`src/pif_pkg.sv`:
```
// Purpose: shared constants of the peripheral interrupt flag block
// Assumes: 8-bit flag register behind a 32-bit classic Wishbone slave
// Notes:   byte addresses, one aligned word per register
package pif_pkg;
    // ============================================================
    // register map
    localparam logic [7:0] FLAGS_OFS = 8'h00;
    localparam logic [7:0] MASK_OFS  = 8'h04;
    localparam logic [7:0] FLAGS_RST = 8'h00;
    localparam logic [7:0] MASK_RST  = 8'h00;
    localparam logic [7:0] W1C_BITS  = 8'hcf;
    // ============================================================
    // flag bit positions
    localparam int PAR_BIT    = 7;
    localparam int CONV_BIT   = 6;
    localparam int RX_BIT     = 5;
    localparam int TX_BIT     = 4;
    localparam int SYNC_BIT   = 3;
    localparam int CAPCMP_BIT = 2;
    localparam int PERIOD_BIT = 1;
    localparam int OVF_BIT    = 0;
    // ============================================================
    // capture/compare unit modes
    localparam logic [1:0] CCP_OFF     = 2'h0;
    localparam logic [1:0] CCP_CAPTURE = 2'h1;
    localparam logic [1:0] CCP_COMPARE = 2'h2;
    localparam logic [1:0] CCP_PWM     = 2'h3;
endpackage

```
`src/pif_flag_bit.sv`:
```
// Purpose: one sticky flag with independent set and clear
// Assumes: set and clear are one-cycle terms on the same clock
// Notes:   an unimplemented bit stays at zero
`timescale 1ns/100ps
module pif_flag_bit #(
    parameter bit IMPL = 1'b1
) (
    input  wire logic clk_i,
    input  wire logic rst_i,
    input  wire logic set_i,
    input  wire logic clr_i,
    output logic      flag_o
);
    // ============================================================
    // flag storage
    // set beats clear so an event in the clearing cycle is kept
    always_ff @(posedge clk_i) begin
        if (rst_i || !IMPL) begin
            flag_o <= 1'b0;
        end else if (set_i) begin
            flag_o <= 1'b1;
        end else if (clr_i) begin
            flag_o <= 1'b0;
        end
    end
endmodule

```
`src/pif_wb_slave.sv`:
```
// Purpose: classic Wishbone slave front end, one wait state
// Assumes: master holds the request until it samples ack
// Notes:   write commits on the edge where ack is high
`timescale 1ns/100ps
module pif_wb_slave (
    input  wire logic        clk_i,
    input  wire logic        rst_i,
    input  wire logic        cyc_i,
    input  wire logic        stb_i,
    input  wire logic        we_i,
    input  wire logic [3:0]  sel_i,
    input  wire logic [7:0]  rdata_i,
    output logic             ack_o,
    output logic [31:0]      dat_o,
    output logic             wr_o
);
    logic req;

    // ============================================================
    // handshake
    assign req  = cyc_i && stb_i;
    // lane 0 carries all data; other lanes are ignored
    assign wr_o = req && ack_o && we_i && sel_i[0];

    // ack falls the cycle after it rose, even if stb stays high
    always_ff @(posedge clk_i) begin
        if (rst_i) begin
            ack_o <= 1'b0;
        end else begin
            ack_o <= req && !ack_o;
        end
    end

    // read data captured together with ack
    always_ff @(posedge clk_i) begin
        if (rst_i) begin
            dat_o <= 32'h0000_0000;
        end else if (req && !ack_o && !we_i) begin
            dat_o <= {24'h00_0000, rdata_i};
        end
    end
endmodule

```
`src/pif_top.sv`:
```
// Purpose: peripheral interrupt flag register with mask and irq
// Assumes: all peripheral events come from logic on clk_i
// Notes:   flags set regardless of mask; irq is registered
// Functional notes
// flags set regardless of any enable bit
// conversion done sets bit 6; software clears
// bit 5 set on receive, cleared by read
// bit 4 set when transmit empty, cleared by write
// bit 4 reads 0 while transmit buffer full
// capture mode: capture sets bit 2
// compare mode: match sets bit 2
// pwm mode never sets bit 2
// second timer period match sets bit 1
// first timer overflow sets bit 0
// no parallel port: bit 7 reserved
// no converter: bit 6 reserved
// parallel port access done sets bit 7
// sync serial transfer done sets bit 3
//
// Decided for this implementation: register access over Wishbone and the placing of the registers.
`timescale 1ns/100ps
module pif_top
    import pif_pkg::*;
#(
    parameter bit HAS_PAR_PORT = 1'b1,
    parameter bit HAS_CONV     = 1'b1
) (
    input  wire logic        clk_i,
    input  wire logic        rst_i,
    input  wire logic        wb_cyc_i,
    input  wire logic        wb_stb_i,
    input  wire logic        wb_we_i,
    input  wire logic [7:0]  wb_adr_i,
    input  wire logic [3:0]  wb_sel_i,
    input  wire logic [31:0] wb_dat_i,
    output logic [31:0]      wb_dat_o,
    output logic             wb_ack_o,
    input  wire logic        par_port_done_i,
    input  wire logic        conv_done_i,
    input  wire logic        rx_load_i,
    input  wire logic        rx_data_rd_i,
    input  wire logic        tx_unload_i,
    input  wire logic        tx_data_wr_i,
    input  wire logic        tx_buf_full_i,
    input  wire logic        sync_serial_done_i,
    input  wire logic [1:0]  ccp_mode_i,
    input  wire logic        ccp_capture_i,
    input  wire logic        ccp_match_i,
    input  wire logic        period_match_i,
    input  wire logic        timer_overflow_i,
    output logic [7:0]       flags_o,
    output logic             irq_o
);
    // ============================================================
    // declarations
    logic [7:0] set_vec;
    logic [7:0] clr_vec;
    logic [7:0] flags;
    logic [7:0] mask_q;
    logic [7:0] rdata;
    logic [7:0] wdata;
    logic       bus_wr;
    logic       wr_flags;
    logic       wr_mask;
    logic       capcmp_evt;
    // absent units leave their bit permanently zero
    localparam logic [7:0] IMPL_VEC =
        {HAS_PAR_PORT, HAS_CONV, 6'h3f};

    // ============================================================
    // bus front end
    pif_wb_slave u_bus (
        .clk_i   (clk_i),
        .rst_i   (rst_i),
        .cyc_i   (wb_cyc_i),
        .stb_i   (wb_stb_i),
        .we_i    (wb_we_i),
        .sel_i   (wb_sel_i),
        .rdata_i (rdata),
        .ack_o   (wb_ack_o),
        .dat_o   (wb_dat_o),
        .wr_o    (bus_wr)
    );

    // write decode
    assign wdata    = wb_dat_i[7:0];
    assign wr_flags = bus_wr && (wb_adr_i == FLAGS_OFS);
    assign wr_mask  = bus_wr && (wb_adr_i == MASK_OFS);

    // read mux; unmapped words read zero and still ack
    always_comb begin
        rdata = 8'h00;
        case (wb_adr_i)
            FLAGS_OFS: rdata = flags;
            MASK_OFS:  rdata = mask_q;
            default:   rdata = 8'h00;
        endcase
    end

    // ============================================================
    // event sources
    // capture and compare share one flag; pwm and off raise nothing
    always_comb begin
        capcmp_evt = 1'b0;
        case (ccp_mode_i)
            CCP_CAPTURE: capcmp_evt = ccp_capture_i;
            CCP_COMPARE: capcmp_evt = ccp_match_i;
            CCP_PWM:     capcmp_evt = 1'b0;
            default:     capcmp_evt = 1'b0;
        endcase
    end

    // no enable or mask term here: flags latch unconditionally
    always_comb begin
        set_vec             = 8'h00;
        set_vec[PAR_BIT]    = par_port_done_i;
        set_vec[CONV_BIT]   = conv_done_i;
        set_vec[RX_BIT]     = rx_load_i;
        set_vec[TX_BIT]     = tx_unload_i && !tx_buf_full_i;
        set_vec[SYNC_BIT]   = sync_serial_done_i;
        set_vec[CAPCMP_BIT] = capcmp_evt;
        set_vec[PERIOD_BIT] = period_match_i;
        set_vec[OVF_BIT]    = timer_overflow_i;
    end

    // software clears by writing ones; buffer bits are read-only
    always_comb begin
        clr_vec         = wr_flags ? (wdata & W1C_BITS) : 8'h00;
        clr_vec[RX_BIT] = rx_data_rd_i;
        // a full transmit buffer forces the flag low
        clr_vec[TX_BIT] = tx_data_wr_i || tx_buf_full_i;
    end

    // ============================================================
    // flag storage, one sticky cell per bit
    genvar gi;
    generate
        for (gi = 0; gi < 8; gi++) begin : g_flag
            pif_flag_bit #(
                .IMPL (IMPL_VEC[gi])
            ) u_flag (
                .clk_i  (clk_i),
                .rst_i  (rst_i),
                .set_i  (set_vec[gi]),
                .clr_i  (clr_vec[gi]),
                .flag_o (flags[gi])
            );
        end
    endgenerate

    assign flags_o = flags;

    // ============================================================
    // mask and interrupt
    always_ff @(posedge clk_i) begin
        if (rst_i) begin
            mask_q <= MASK_RST;
        end else if (wr_mask) begin
            mask_q <= wdata;
        end
    end

    // registered so the pin never glitches; costs one cycle
    always_ff @(posedge clk_i) begin
        if (rst_i) begin
            irq_o <= 1'b0;
        end else begin
            irq_o <= |(flags & mask_q);
        end
    end

    // ============================================================
    // assertions
    property p_evt_no_mask;
        @(posedge clk_i) disable iff (rst_i)
        (timer_overflow_i && mask_q == 8'h00) |=> flags[OVF_BIT];
    endproperty
    a_evt_no_mask: assert property (p_evt_no_mask)
        else $error("overflow flag not set with mask clear");

    property p_conv_set;
        @(posedge clk_i) disable iff (rst_i)
        (conv_done_i && HAS_CONV) |=> flags[CONV_BIT];
    endproperty
    a_conv_set: assert property (p_conv_set)
        else $error("conversion flag not set");

    property p_rx_set;
        @(posedge clk_i) disable iff (rst_i)
        rx_load_i |=> flags[RX_BIT] [*1];
    endproperty
    a_rx_set: assert property (p_rx_set)
        else $error("receive flag not set on load");

    property p_rx_clr;
        @(posedge clk_i) disable iff (rst_i)
        (rx_data_rd_i && !rx_load_i) |=> !flags[RX_BIT];
    endproperty
    a_rx_clr: assert property (p_rx_clr)
        else $error("receive flag not cleared by read");

    property p_tx_clr;
        @(posedge clk_i) disable iff (rst_i)
        (tx_data_wr_i && !tx_unload_i) |=> !flags[TX_BIT];
    endproperty
    a_tx_clr: assert property (p_tx_clr)
        else $error("transmit flag not cleared by write");

    property p_tx_full;
        @(posedge clk_i) disable iff (rst_i)
        tx_buf_full_i [*2] |-> !flags[TX_BIT];
    endproperty
    a_tx_full: assert property (p_tx_full)
        else $error("transmit flag high while buffer full");

    property p_capture;
        @(posedge clk_i) disable iff (rst_i)
        (ccp_mode_i == CCP_CAPTURE && ccp_capture_i)
            |=> flags[CAPCMP_BIT];
    endproperty
    a_capture: assert property (p_capture)
        else $error("capture did not set flag");

    property p_compare;
        @(posedge clk_i) disable iff (rst_i)
        (ccp_mode_i == CCP_COMPARE && ccp_match_i)
            |=> flags[CAPCMP_BIT];
    endproperty
    a_compare: assert property (p_compare)
        else $error("compare match did not set flag");

    property p_pwm_quiet;
        @(posedge clk_i) disable iff (rst_i)
        (ccp_mode_i == CCP_PWM && !flags[CAPCMP_BIT])
            |=> !flags[CAPCMP_BIT];
    endproperty
    a_pwm_quiet: assert property (p_pwm_quiet)
        else $error("flag set in pwm mode");

    property p_period;
        @(posedge clk_i) disable iff (rst_i)
        period_match_i |=> flags[PERIOD_BIT];
    endproperty
    a_period: assert property (p_period)
        else $error("period match did not set flag");

    property p_ovf_w1c;
        @(posedge clk_i) disable iff (rst_i)
        (wr_flags && wdata[OVF_BIT] && !timer_overflow_i)
            |=> !flags[OVF_BIT];
    endproperty
    a_ovf_w1c: assert property (p_ovf_w1c)
        else $error("overflow flag not cleared by write");

    property p_par_rsvd;
        @(posedge clk_i) disable iff (rst_i)
        !HAS_PAR_PORT |-> !flags[PAR_BIT];
    endproperty
    a_par_rsvd: assert property (p_par_rsvd)
        else $error("reserved parallel flag set");

    property p_conv_rsvd;
        @(posedge clk_i) disable iff (rst_i)
        !HAS_CONV |-> !flags[CONV_BIT];
    endproperty
    a_conv_rsvd: assert property (p_conv_rsvd)
        else $error("reserved conversion flag set");

    property p_par_set;
        @(posedge clk_i) disable iff (rst_i)
        (par_port_done_i && HAS_PAR_PORT) |=> flags[PAR_BIT];
    endproperty
    a_par_set: assert property (p_par_set)
        else $error("parallel port flag not set");

    property p_sync_set;
        @(posedge clk_i) disable iff (rst_i)
        sync_serial_done_i |=> flags[SYNC_BIT];
    endproperty
    a_sync_set: assert property (p_sync_set)
        else $error("sync serial flag not set");

    property p_irq;
        @(posedge clk_i) disable iff (rst_i)
        (|(flags & mask_q)) |=> irq_o;
    endproperty
    a_irq: assert property (p_irq)
        else $error("irq missing for unmasked flag");

    property p_irq_low;
        @(posedge clk_i) disable iff (rst_i)
        (mask_q == 8'h00) [*2] |-> !irq_o;
    endproperty
    a_irq_low: assert property (p_irq_low)
        else $error("irq high with mask clear");

    property p_ack_pulse;
        @(posedge clk_i) disable iff (rst_i)
        wb_ack_o |=> !wb_ack_o;
    endproperty
    a_ack_pulse: assert property (p_ack_pulse)
        else $error("ack held longer than one cycle");

    property p_ack_req;
        @(posedge clk_i) disable iff (rst_i)
        (wb_cyc_i && wb_stb_i && !wb_ack_o) |=> wb_ack_o;
    endproperty
    a_ack_req: assert property (p_ack_req)
        else $error("no ack one cycle after request");

    property p_rd_data;
        @(posedge clk_i) disable iff (rst_i)
        (wb_cyc_i && wb_stb_i && !wb_we_i && !wb_ack_o
            && wb_adr_i == FLAGS_OFS) |=> wb_dat_o == {24'h0, $past(flags)};
    endproperty
    a_rd_data: assert property (p_rd_data)
        else $error("read data does not match flags");

    property p_sw_no_set;
        @(posedge clk_i) disable iff (rst_i)
        (wr_flags && set_vec == 8'h00) |=> (flags & ~$past(flags)) == 8'h00;
    endproperty
    a_sw_no_set: assert property (p_sw_no_set)
        else $error("register write raised a flag");

    property p_rx_hold;
        @(posedge clk_i) disable iff (rst_i)
        (flags[RX_BIT] && !rx_data_rd_i) |=> flags[RX_BIT];
    endproperty
    a_rx_hold: assert property (p_rx_hold)
        else $error("receive flag dropped without read");

    property p_tx_set;
        @(posedge clk_i) disable iff (rst_i)
        (tx_unload_i && !tx_buf_full_i) |=> flags[TX_BIT];
    endproperty
    a_tx_set: assert property (p_tx_set)
        else $error("transmit flag not set when empty");

    property p_tx_full_now;
        @(posedge clk_i) disable iff (rst_i)
        tx_buf_full_i |=> !flags[TX_BIT];
    endproperty
    a_tx_full_now: assert property (p_tx_full_now)
        else $error("transmit flag set while buffer full");

    property p_mask_wr;
        @(posedge clk_i) disable iff (rst_i)
        wr_mask |=> mask_q == $past(wdata);
    endproperty
    a_mask_wr: assert property (p_mask_wr)
        else $error("mask write did not land");
endmodule

```
`config.mk`:
```
export PLATFORM = sky130hd
export DESIGN_NAME = pif_top
export DESIGN_NICKNAME = d
export VERILOG_FILES = /design/src/pif_pkg.sv /design/src/pif_flag_bit.sv /design/src/pif_wb_slave.sv /design/src/pif_top.sv
export SDC_FILE = /design/constraint.sdc
export NUM_CORES = 1
export LEC_CHECK = 0
export BUFFER_PORTS_ARGS = -buffer_cell sky130_fd_sc_hd__buf_2
export CORE_MARGIN = 3
export CORE_UTILIZATION = 39
export CTS_CLUSTER_SIZE = 16
export DETAILED_ROUTE_END_ITERATION = 12
export PLACE_DENSITY = 0.82
export SLEW_MARGIN = 0
export SYNTH_ARGS = -nofsm -noshare
export SYNTH_HDL_FRONTEND = slang
export SYNTH_SLANG_ARGS = --single-unit
```
`constraint.sdc`:
```
create_clock -name clk_i -period 2.4 [get_ports clk_i]
set_input_delay 0.24 -clock clk_i [delete_from_list [all_inputs] [get_ports clk_i]]
set_output_delay 0.24 -clock clk_i [all_outputs]
set_load 0.1 [all_outputs]
```
==> parameters.txt, run 1 <==
Parameter                              Value

Status
  Result of the run ... finished, final reports clean

Timing
  Count of endpoints failing hold in the final timing report ... 0
  Worst clock skew ... 7.28 ps
  Final period util ... 68.1%
  Post-layout minimum cycle time ... 1640 ps
  Aggregate negative setup slack ... 0 ps
  Final-report setup violation count ... 0
  Measured slew at the worst slew-check pin ... 641 ps
  RSZ-0062 raised after global routing ... no
  Max-Slew Margin vs Limit ... 57.2%
  Maximum operating frequency ... 611 MHz
  Max-slew violation count ... 0

Global routing
  Global-route wire length before repair ... 4.10 mm
  Largest net degree at the start of global routing ... 22
  Top Usage Layer GRT ... met2
  GR met2 Demand/Resource ... 23.2%
  Number of antenna violations at the first check in global routing ... 0
  Met1 capacity usage during global routing ... 13.6%
  Global Route Usage Sum ... 12.8%
  Remaining global-route overflow ... 0
  Via count of the first global-routing pass ... 929
  Met3 Resource Use GR ... 4.68%

Clocking
  PostCTS Resize Cnt ... 0
  Clock-pin slew on the worst setup and hold paths ... 130 ps
  CTS H-Tree Depth ... 1
  Quantity of hold-fixing buffers added after cts ... 0
  Clock buffer depth ... 2
  Clock sink count ... 26
  Inserted Clock Buffers ... 3
  Clock tree from TritonCTS ... yes
  Setup bufs post-CTS ... 0
  Latest clock arrival within the worst-skew pair ... 320 ps
  Root Buffer Master ... sky130_fd_sc_hd__clkbuf_4

Cells and area
  Total area of sequential cells ... 520 µm²
  Area growth from synthesis to final layout ... 14.6%
  Fin nets ... 267
  Share of final-layout standard cells stronger than drive strength 1 ... 31.8%
  Commonest cells after routing, fill and taps aside ... sky130_fd_sc_hd__buf_2, sky130_fd_sc_hd__dfxtp_1, sky130_fd_sc_hd__conb_1, sky130_fd_sc_hd__nand2_1, sky130_fd_sc_hd__inv_1
  Number of antenna cells inserted ... 0
  Multi-input gate area ... 581 µm²
  Total of fill cells in the finished design ... 332
  Fraction of the core area covered by cells at the end of the flow ... 48.5%
  Commonest non-fill, non-tap cell in the layout ... sky130_fd_sc_hd__buf_2

Synth
  Unique cell type count in the Yosys netlist ... 24
  Synthesized cell area ... 1330 µm²
  Synthesized instance count ... 155
  Sequential share of the synthesized area ... 39.0%
  Warnings from Yosys ... 0
  Average cell area after synthesis ... 8.61 µm²
  Seq cells post-synth ... 26

Worst setup path
  Worst reg2reg startpoint ... u_bus.ack_o
  Largest driver fanout on the critical path ... 6
  Crit path from ... wb_adr_i[7]
  Data arrival time of the worst path ... 1840 ps
  CP Capture Type ... register
  Worst Path Required ... 2600 ps
  Startpoint kind of the worst setup timing path ... input port
  Worst setup path category ... input port to register

Drt
  Number of iterations in the first detailed-routing pass ... 4
  Drc violations ... 0
  Wire length after detailed routing ... 2.72 mm
  Violation count after the first detailed-route iteration ... 54
  Vias ... 1108
  Antenna-violating nets left ... 0
  Average wire per cell in the routed design ... 11.1 µm
  Avg Vias per Cell ... 4.52

Die
  Top-level I/O count ... 105
  Core area ... 3150 µm²
  Die W ... 64.5 µm
  DIE AREA ... 4160 µm²
  Die Ht ... 64.5 µm
  Initial Utilization ... 42.3%
  Number of placement rows ... 20

Pwr
  IR drop worst, VDD ... 0.368 mV
  Leak ... 0.849 nW
  Pwr per Cell Area ... 635 nW/µm²

Hold path
  Startpoint of the worst hold path ... tx_buf_full_i
  Worst min-delay path class ... input port to register

Placed design
  HPWL Detailed ... 2.16 mm
  Buffers added on ports ... 53
  Gpl congestion ... 0.772

Job
  Number of violations of the max-capacitance limit ... 0
cell type report:
class / instances / area share, %
Sequential cell: 26 / 34.0
Timing Repair Buffer: 55 / 18.3
Clock buffer: 4 / 2.37
Tap cell: 44 / 3.60
Inverter: 15 / 3.68
Multi-Input combinational cell: 101 / 38.0
report_power, final:
part	switching (W)	internal, W	total (W)
sequential	0.00000930	0.000441	0.000451
combinational	0.000266	0.0000377	0.000303
clock	0.000125	0.0000928	0.000217
total	0.000399	0.000572	0.000971
registers in the layout (all words and copies together), names as in the netlist:
signal                cells
g_flag.u_flag.flag_o      8
u_bus.dat_o               8
u_bus.ack_o               1
mask_q                    8
irq_o                     1
cells in the mapped netlist (all sizes together):
master    n  area, µm²
or2       1       6.26
inv      15       56.3
dfxtp    26        521
nor2b     1       6.26
a41oi     1       8.76
nor2      9       33.8
conb      1       3.75
o21ai     6       30.0
a22oi    13       97.6
clkbuf    2       7.51
or4       4       37.5
a21oi     8       40.0
nor3      2       10.0
or4b      1       10.0
ha        2       25.0
nor4      2       25.0
buf      34        255
mux2i     8       80.1
nand2    17       63.8
nand4bb   1       11.3
nand3     1       5.00
metrics by stage:
stage          std cells  hold slack (ps)  area, µm²  worst slack (ps)  power [W]
3_3_place_gp         241              408       1490               420   0.000761
5_1_grt              245             38.7       1530               708    0.00101
4_1_cts              245             50.0       1530               760   0.000982
3_5_place_dp         241              409       1490               402   0.000763
6_report             245             68.3       1530               764   0.000971
2_1_floorplan        178              319       1420               376   0.000760
per-layer routing:
layer	wire length, µm	vias up
li1	-	556
met4	25	0
met2	1380	55
met5	0	-
met1	1050	493
met3	257	4
worst paths after layout:
path | endpoint | slack, ps | cells after the start
worst min-delay path | g_flag[4].u_flag.flag_o | 70 | 2
worst max-delay path | g_flag[1].u_flag.flag_o | 760 | 5
worst min register to register | u_bus.dat_o[3] | 480 | 2
worst max register to register | u_bus.dat_o[7] | 930 | 4
worst max-delay path: stages:
cell and delay (ps):
sky130_fd_sc_hd__buf_2 90, sky130_fd_sc_hd__or4_4 560, sky130_fd_sc_hd__or4_1 660, sky130_fd_sc_hd__o21ai_0 210, sky130_fd_sc_hd__a21oi_1 80
cells by family (layout without fill, tap and decap cells):
group	count (synthesis)	count (layout)	synth area share (%)
AOI/OAI and AO/OA	28	28	13.2
adders and majority gates	2	2	1.88
buffers and inverters	51	74	23.9
DFF	26	26	39.0
muxes	8	8	6.00
other	1	24	0.281
and+or+nand+nor	39	39	15.7
Power figures use the tool's default switching activity.
==> run 2: changes to the inputs <==
--- a/config.mk
+++ b/config.mk
@@ -7,10 +7,10 @@
 export LEC_CHECK = 0
 export BUFFER_PORTS_ARGS = -buffer_cell sky130_fd_sc_hd__buf_2
 export CORE_MARGIN = 3
-export CORE_UTILIZATION = 39
+export CORE_UTILIZATION = 35
 export CTS_CLUSTER_SIZE = 16
 export DETAILED_ROUTE_END_ITERATION = 12
-export PLACE_DENSITY = 0.82
+export PLACE_DENSITY = 0.77
 export SLEW_MARGIN = 0
 export SYNTH_ARGS = -nofsm -noshare
 export SYNTH_HDL_FRONTEND = slang
==> constraint.sdc (replaced) <==
create_clock -name clk_i -period 1.5 [get_ports clk_i]
set_input_delay 0.15 -clock clk_i [delete_from_list [all_inputs] [get_ports clk_i]]
set_output_delay 0.15 -clock clk_i [all_outputs]
set_load 0.1 [all_outputs]
==> run 2 against run 1 <==
Sequential cell count stayed put; final area is 5.3% higher; combinational power is 63% higher; cell count is 2.0% higher; clock skew is 1.1 ps lower; sequential share of layout area is 1.5 points lower; global-route usage is 0.27 points higher; routed wire length is 3.6% higher; via count is 0.36% lower; critical path type unchanged; largest power group unchanged.
==> parameters.txt, run 2 (synthesized netlist as in run 1, its figures left out) <==
Parameter                              Value

Hold path
  Worst min-delay path class ... input port to register
  Worst Hold End ... g_flag[4].u_flag.flag_o
  Hold depth ... 2 (unchanged)
  Startpoint of the worst hold path ... tx_buf_full_i

Global routing
  Number of antenna violations at the first check in global routing ... 0 (unchanged)
  Via count of the first global-routing pass ... 1054 (+13%)
  Remaining global-route overflow ... 0 (unchanged)
  Global-route wire length before repair ... 4.45 mm (+8.6%)
  Global Route Usage Sum ... 13.0% (+0.27 points)
  Largest net degree at the start of global routing ... 22 (unchanged)

Worst setup path
  Startpoint kind of the worst setup timing path ... input port
  R2r endpoint ... mask_q[7]
  Worst Path Required ... 1660 ps (-940 ps)
  Data arrival time of the worst path ... 1620 ps (-220 ps)
  CP most frequent cell ... sky130_fd_sc_hd__or4_4
  Cell-by-cell trace of the critical path ... buf_6, or4_4, or4_4, mux2i_1, nor2_1
  Worst setup path category ... input port to register
  Family with the most delay on the worst path ... simple AND/OR/NAND/NOR gates
  R2R setup slack ... 80 ps (-850 ps)
  Master of the slowest instance on the critical path ... sky130_fd_sc_hd__or4_4
  Largest driver fanout on the critical path ... 8 (+2)
  R2R depth ... 4 (unchanged)
  Worst stage delay on the critical path ... 590 ps (-70 ps)
  Worst path bufs/invs ... 1 (unchanged)
  CP Capture Type ... register
  Worst reg2reg startpoint ... u_bus.ack_o

Die
  Core area ... 3490 µm² (+11%)
  Die Ht ... 67.7 µm (+5.0%)
  Initial Utilization ... 38.2% (-4.1 points)
  Number of placement rows ... 21 (+5.0%)
  DIE AREA ... 4590 µm² (+10%)
  Top-level I/O count ... 105 (unchanged)
  Die W ... 67.7 µm (+5.0%)

Clocking
  CTS H-Tree Depth ... 1 (unchanged)
  Quantity of hold-fixing buffers added after cts ... 0 (unchanged)
  Clock tree from TritonCTS ... yes
  Root Buffer Master ... sky130_fd_sc_hd__clkbuf_8
  Clock sink count ... 26 (unchanged)
  Latest clock arrival within the worst-skew pair ... 280 ps (-40 ps)
  Clock buffer depth ... 2 (unchanged)
  Clock-pin slew on the worst setup and hold paths ... 90 ps (-40 ps)
  Inserted Clock Buffers ... 3 (unchanged)

Cells and area
  Registers with the highest flip-flop counts ... g_flag.u_flag.flag_o x8, mask_q x8, u_bus.dat_o x8
  Number of antenna cells inserted ... 0 (unchanged)
  Commonest non-fill, non-tap cell in the layout ... sky130_fd_sc_hd__buf_2
  Total of fill cells in the finished design ... 349 (+5.1%)
  Share of final-layout standard cells stronger than drive strength 1 ... 35.3% (+3.5 points)
  Fraction of the core area covered by cells at the end of the flow ... 46.1% (-2.4 points)
  Fin nets ... 270 (+1.1%)
  Commonest cells after routing, fill and taps aside ... sky130_fd_sc_hd__buf_2, sky130_fd_sc_hd__dfxtp_1, sky130_fd_sc_hd__conb_1, sky130_fd_sc_hd__nand2_1, sky130_fd_sc_hd__inv_1
  Area growth from synthesis to final layout ... 20.7%

Timing
  Worst clock skew ... 6.15 ps (-1.14 ps)
  Final-report setup violation count ... 0 (unchanged)
  Count of endpoints failing hold in the final timing report ... 0 (unchanged)
  Final period util ... 97.9%
  RSZ-0062 raised after global routing ... yes
  Measured slew at the worst slew-check pin ... 624 ps (-16.8 ps)
  Max-slew violation count ... 0 (unchanged)
  Aggregate negative setup slack ... 0 ps (unchanged)
  Max-Slew Margin vs Limit ... 58.3% (+1.1 points)
  Maximum operating frequency ... 681 MHz
  Post-layout minimum cycle time ... 1470 ps

Job
  Number of violations of the max-capacitance limit ... 0 (unchanged)

Drt
  Avg Vias per Cell ... 4.42 (-2.4%)
  Wire length after detailed routing ... 2.82 mm (+3.6%)
  Violation count after the first detailed-route iteration ... 57 (+5.6%)
  Vias ... 1104 (-0.36%)
  Average wire per cell in the routed design ... 11.3 µm (+1.5%)
  Antenna-violating nets left ... 0 (unchanged)
  Drc violations ... 0 (unchanged)
  Number of iterations in the first detailed-routing pass ... 4 (unchanged)

Pwr
  Pwr per Cell Area ... 1080 nW/µm² (+69%)
  Leak ... 0.881 nW (+3.7%)
  Total Power ... 0.00173 W (+78%)
  IR drop worst, VDD ... 0.825 mV (+120%)

Placed design
  HPWL Detailed ... 2.24 mm (+3.6%)
  Buffers added on ports ... 53 (unchanged)
  Gpl congestion ... 0.798 (+3.3%)

Status
  Result of the run ... finished, final reports clean
-- run 2: layer usage --
metal  part of all wire, %  global-route usage, %  routed length (µm)  up-vias
met4                   1.5                   4.56                  43        0
li1                      -                      -                   -      565
met5                     0                      0                   0        -
met3                   9.6                   4.49                 271        4
met1                    40                   14.1                1140      490
met2                    48                   23.3                1370       45
-- run 2: power by group --
part	switching [W]	internal (W)	total, W	leakage (nW)
Clock	0.000228	0.000291	0.000519	0.0339
Combinational	0.000428	0.0000666	0.000495	0.635
Sequential	0.0000150	0.000704	0.000719	0.212
Total	0.000671	0.00106	0.00173	0.881
-- run 2: cell type report --
cell class	instances	area, µm²	share of cell area, %
Inverter	15	56.3	3.50
Sequential cell	26	524	32.6
Clock buffer	4	66.3	4.12
Multi-Input combinational cell	101	597	37.1
Tap cell	46	57.6	3.57
Timing Repair Buffer	58	309	19.2
-- run 2: how the worst max path moves through the flow --
stage / from / endpoint / slack [ps] / cells past startpoint
finish: wb_adr_i[0] / mask_q[7] / 30 / 5
global route: wb_adr_i[0] / mask_q[7] / -30 / 5
CTS: wb_adr_i[3] / mask_q[7] / 20 / 5
detailed placement: wb_adr_i[3] / mask_q[7] / -290 / 5
global placement: wb_adr_i[3] / mask_q[1] / -240 / 5
floorplan: wb_adr_i[3] / mask_q[0] / -120 / 5
-- run 2: stage by stage --
stage / setup WS, ps / hold slack, ps / instances / instance area, µm²
floorplan: -115 / 229 / 178 / 1440
CTS: 18.0 / 21.4 / 250 / 1600
global route: -33.7 / 25.8 / 250 / 1610
detailed placement: -290 / 323 / 246 / 1540
finish: 31.4 / 22.8 / 250 / 1610
global placement: -242 / 318 / 246 / 1540
-- run 2: what timing repair did --
| item | 4_1_cts | 5_1_grt |
|---|---|---|
| buffers inserted | 0 | 0 |
| endpoints found under the setup margin | 0 | 7 |
| gates resized for setup | 0 | 1 |
| hold endpoints to repair | 0 | 0 |
==> run 3: changes to the inputs <==
==> config.mk (replaced) <==
export PLATFORM = sky130hd
export DESIGN_NAME = pif_top
export DESIGN_NICKNAME = d
export VERILOG_FILES = /design/src/pif_pkg.sv /design/src/pif_flag_bit.sv /design/src/pif_wb_slave.sv /design/src/pif_top.sv
export SDC_FILE = /design/constraint.sdc
export NUM_CORES = 1
export LEC_CHECK = 0
export CORE_MARGIN = 3
export CORE_UTILIZATION = 55
export CTS_CLUSTER_SIZE = 16
export DETAILED_ROUTE_END_ITERATION = 12
export DONT_BUFFER_PORTS = 1
export PLACE_DENSITY = 0.75
export SLEW_MARGIN = 20
export SYNTH_ARGS = -nofsm -noshare
export SYNTH_HDL_FRONTEND = slang
export SYNTH_SLANG_ARGS = --single-unit
==> run 3 against run 2 <==
Hold slack better by 23 ps; critical path type is now register to register; critical endpoint is now mask_q[0]; combinational power is 0.8% higher; die area is 33% lower; routed wire length is 6.0% higher; maximum frequency is 0.18% higher.
==> parameters.txt, run 3 (synthesized netlist as in run 1, its figures left out) <==
Parameter                              Value

Cells and area
  Fin nets ... 257 (-4.8%)
  Commonest non-fill, non-tap cell in the layout ... sky130_fd_sc_hd__dfxtp_1
  Number of antenna cells inserted ... 0 (unchanged)
  Registers with the highest flip-flop counts ... g_flag.u_flag.flag_o x8, mask_q x8, u_bus.dat_o x8
  Final cell area excluding filler cells ... 1650 µm² (+2.7%)
  Final non-filler cell total ... 219 (-12%)
  Fraction of the core area covered by cells at the end of the flow ... 73.4% (+27 points)
  Share of final-layout standard cells stronger than drive strength 1 ... 20.9% (-14 points)
  Commonest cells after routing, fill and taps aside ... sky130_fd_sc_hd__dfxtp_1, sky130_fd_sc_hd__conb_1, sky130_fd_sc_hd__buf_4, sky130_fd_sc_hd__dlygate4sd3_1, sky130_fd_sc_hd__nand2_1
  Area growth from synthesis to final layout ... 24.0%

Drt
  Vias ... 1132 (+2.5%)
  Violation count after the first detailed-route iteration ... 37 (-35%)
  Avg Vias per Cell ... 5.17 (+17%)
  Average wire per cell in the routed design ... 13.6 µm (+21%)
  Antenna-violating nets left ... 0 (unchanged)
  Wire length after detailed routing ... 2.99 mm (+6.0%)
  Number of iterations in the first detailed-routing pass ... 4 (unchanged)
  Drc violations ... 0 (unchanged)

Worst setup path
  CP Capture Type ... register
  Largest driver fanout on the critical path ... 8 (unchanged)
  Worst setup path category ... register to register
  Data arrival time of the worst path ... 1670 ps (+50 ps)
  Startpoint kind of the worst setup timing path ... register
  Worst Path Required ... 1700 ps (+40 ps)

Die
  Die Ht ... 55.2 µm (-18%)
  Top-level I/O count ... 105 (unchanged)
  Die W ... 55.2 µm (-18%)
  DIE AREA ... 3050 µm² (-33%)
  Number of placement rows ... 17 (-19%)
  Initial Utilization ... 59.2% (+21 points)
  Core area ... 2250 µm² (-35%)

Timing
  RSZ-0062 raised after global routing ... yes
  Count of endpoints failing hold in the final timing report ... 0 (unchanged)
  Maximum operating frequency ... 682 MHz (+0.18%)
  Least setup slack across all paths after layout ... 34.1 ps (+2.69 ps)
  Worst clock skew ... 10.3 ps (+4.14 ps)
  Max-slew violation count ... 0 (unchanged)
  Max-Slew Margin vs Limit ... 51.7% (-6.6 points)
  Post-layout minimum cycle time ... 1470 ps (-2.69 ps)
  Measured slew at the worst slew-check pin ... 722 ps (+97.6 ps)
  Final period util ... 97.7% (-0.18 points)
  Final-report setup violation count ... 0 (unchanged)

Clocking
  Clock buffer depth ... 2 (unchanged)
  Setup bufs post-CTS ... 0 (unchanged)
  Clock-pin slew on the worst setup and hold paths ... 140 ps (+50 ps)
  Root Buffer Master ... sky130_fd_sc_hd__clkbuf_4
  CTS H-Tree Depth ... 1 (unchanged)
  Clock tree from TritonCTS ... yes
  Latest clock arrival within the worst-skew pair ... 330 ps (+50 ps)
  Inserted Clock Buffers ... 3 (unchanged)
  Clock sink count ... 26 (unchanged)

Pwr
  Leak ... 0.834 nW (-5.4%)
  Cell-internal power ... 0.000988 W (-6.9%)
  Switching component of the power ... 0.000646 W (-3.7%)
  IR drop worst, VDD ... 1.03 mV (+25%)
  Relative contribution of the clock network to total power ... 25.4% (-4.5 points)
  Sw frac ... 39.5% (+0.80 points)
  Logic gate share of total power ... 30.5% (+1.9 points)
  Pwr per Cell Area ... 988 nW/µm² (-8.2%)
  Part of the power in registers ... 44.0% (+2.5 points)

Status
  Result of the run ... finished, final reports clean

Placed design
  HPWL Detailed ... 2.09 mm (-6.8%)
  Worst-case setup slack after placement ... -167 ps (+122 ps)
  Number of placed instances, taps included ... 195 (-21%)
  Area after detailed placement ... 1400 µm² (-9.0%)
  Gpl congestion ... 0.737 (-7.6%)
  Buffers added on ports ... 0 (-100%)

Global routing
  Via count of the first global-routing pass ... 1055 (+0.095%)
  Global-route wire length before repair ... 4.80 mm (+7.8%)
  Largest net degree at the start of global routing ... 19 (-14%)
  Number of antenna violations at the first check in global routing ... 0 (unchanged)
  Remaining global-route overflow ... 0 (unchanged)
  Global Route Usage Sum ... 19.8% (+6.7 points)

Job
  Number of violations of the max-capacitance limit ... 0 (unchanged)

Hold path
  Worst min-delay path class ... input port to register
-- run 3: power by group through the flow --
| stage | clock [W] | combinational (W) | sequential, W |
|---|---|---|---|
| finish | 0.000416 | 0.000499 | 0.000720 |
| global route | 0.000446 | 0.000517 | 0.000722 |
| global placement | 0 | 0.000442 | 0.000733 |
| detailed placement | 0 | 0.000445 | 0.000735 |
| CTS | 0.000426 | 0.000494 | 0.000719 |
| floorplan | 0 | 0.000478 | 0.000740 |
-- run 3: per-layer routing --
layer  share of wire [%]  vias to the layer above  global-route usage, %
met3                 9.9                        6                   6.54
met4                 2.0                        0                   8.33
met5                   0                        -                      0
met1                  38                      524                   21.8
met2                  50                       65                   34.5
li1                    -                      537                      -
-- run 3: area by class of cell --
cell class | instances | area, µm²
tap | 28 | 35.0
inverter | 15 | 56.3
fill | 180 | 601
timing repair buffer | 45 | 392
multi-input combinational | 101 | 599
sequential | 26 | 524
clock buffer | 4 | 47.5
-- run 3: worst paths after layout --
path	from	slack (ps)	endpoint	cells past startpoint
hold / removal	wb_dat_i[6]	50	g_flag[6].u_flag.flag_o	3
hold reg to reg	u_bus.ack_o	450	u_bus.ack_o	1
setup / recovery	u_bus.ack_o	30	mask_q[0]	4
setup reg to reg	u_bus.ack_o	30	mask_q[0]	4
-- run 3: timing repair --
item | in CTS | in global routing
endpoints found under the hold margin | 18 | 0
hold buffers | 20 | 0
resized for setup | 0 | 2
setup endpoints to repair | 0 | 13
-- run 3: critical path, cell delays in order, from the launching register on --
cell                      delay [ps]
sky130_fd_sc_hd__dfxtp_4         380
sky130_fd_sc_hd__nand3_2          70
sky130_fd_sc_hd__or4_4           630
sky130_fd_sc_hd__mux2i_1         200
sky130_fd_sc_hd__nor2_1           60
-- run 3: per-stage QoR --
stage	setup TNS (ps)	total power (W)	hold WS, ps
floorplan	-1020	0.00122	229
global placement	-1310	0.00118	221
detailed placement	-1590	0.00118	224
CTS	0	0.00164	35.6
global route	-35.0	0.00168	46.9
finish	0	0.00163	46.1
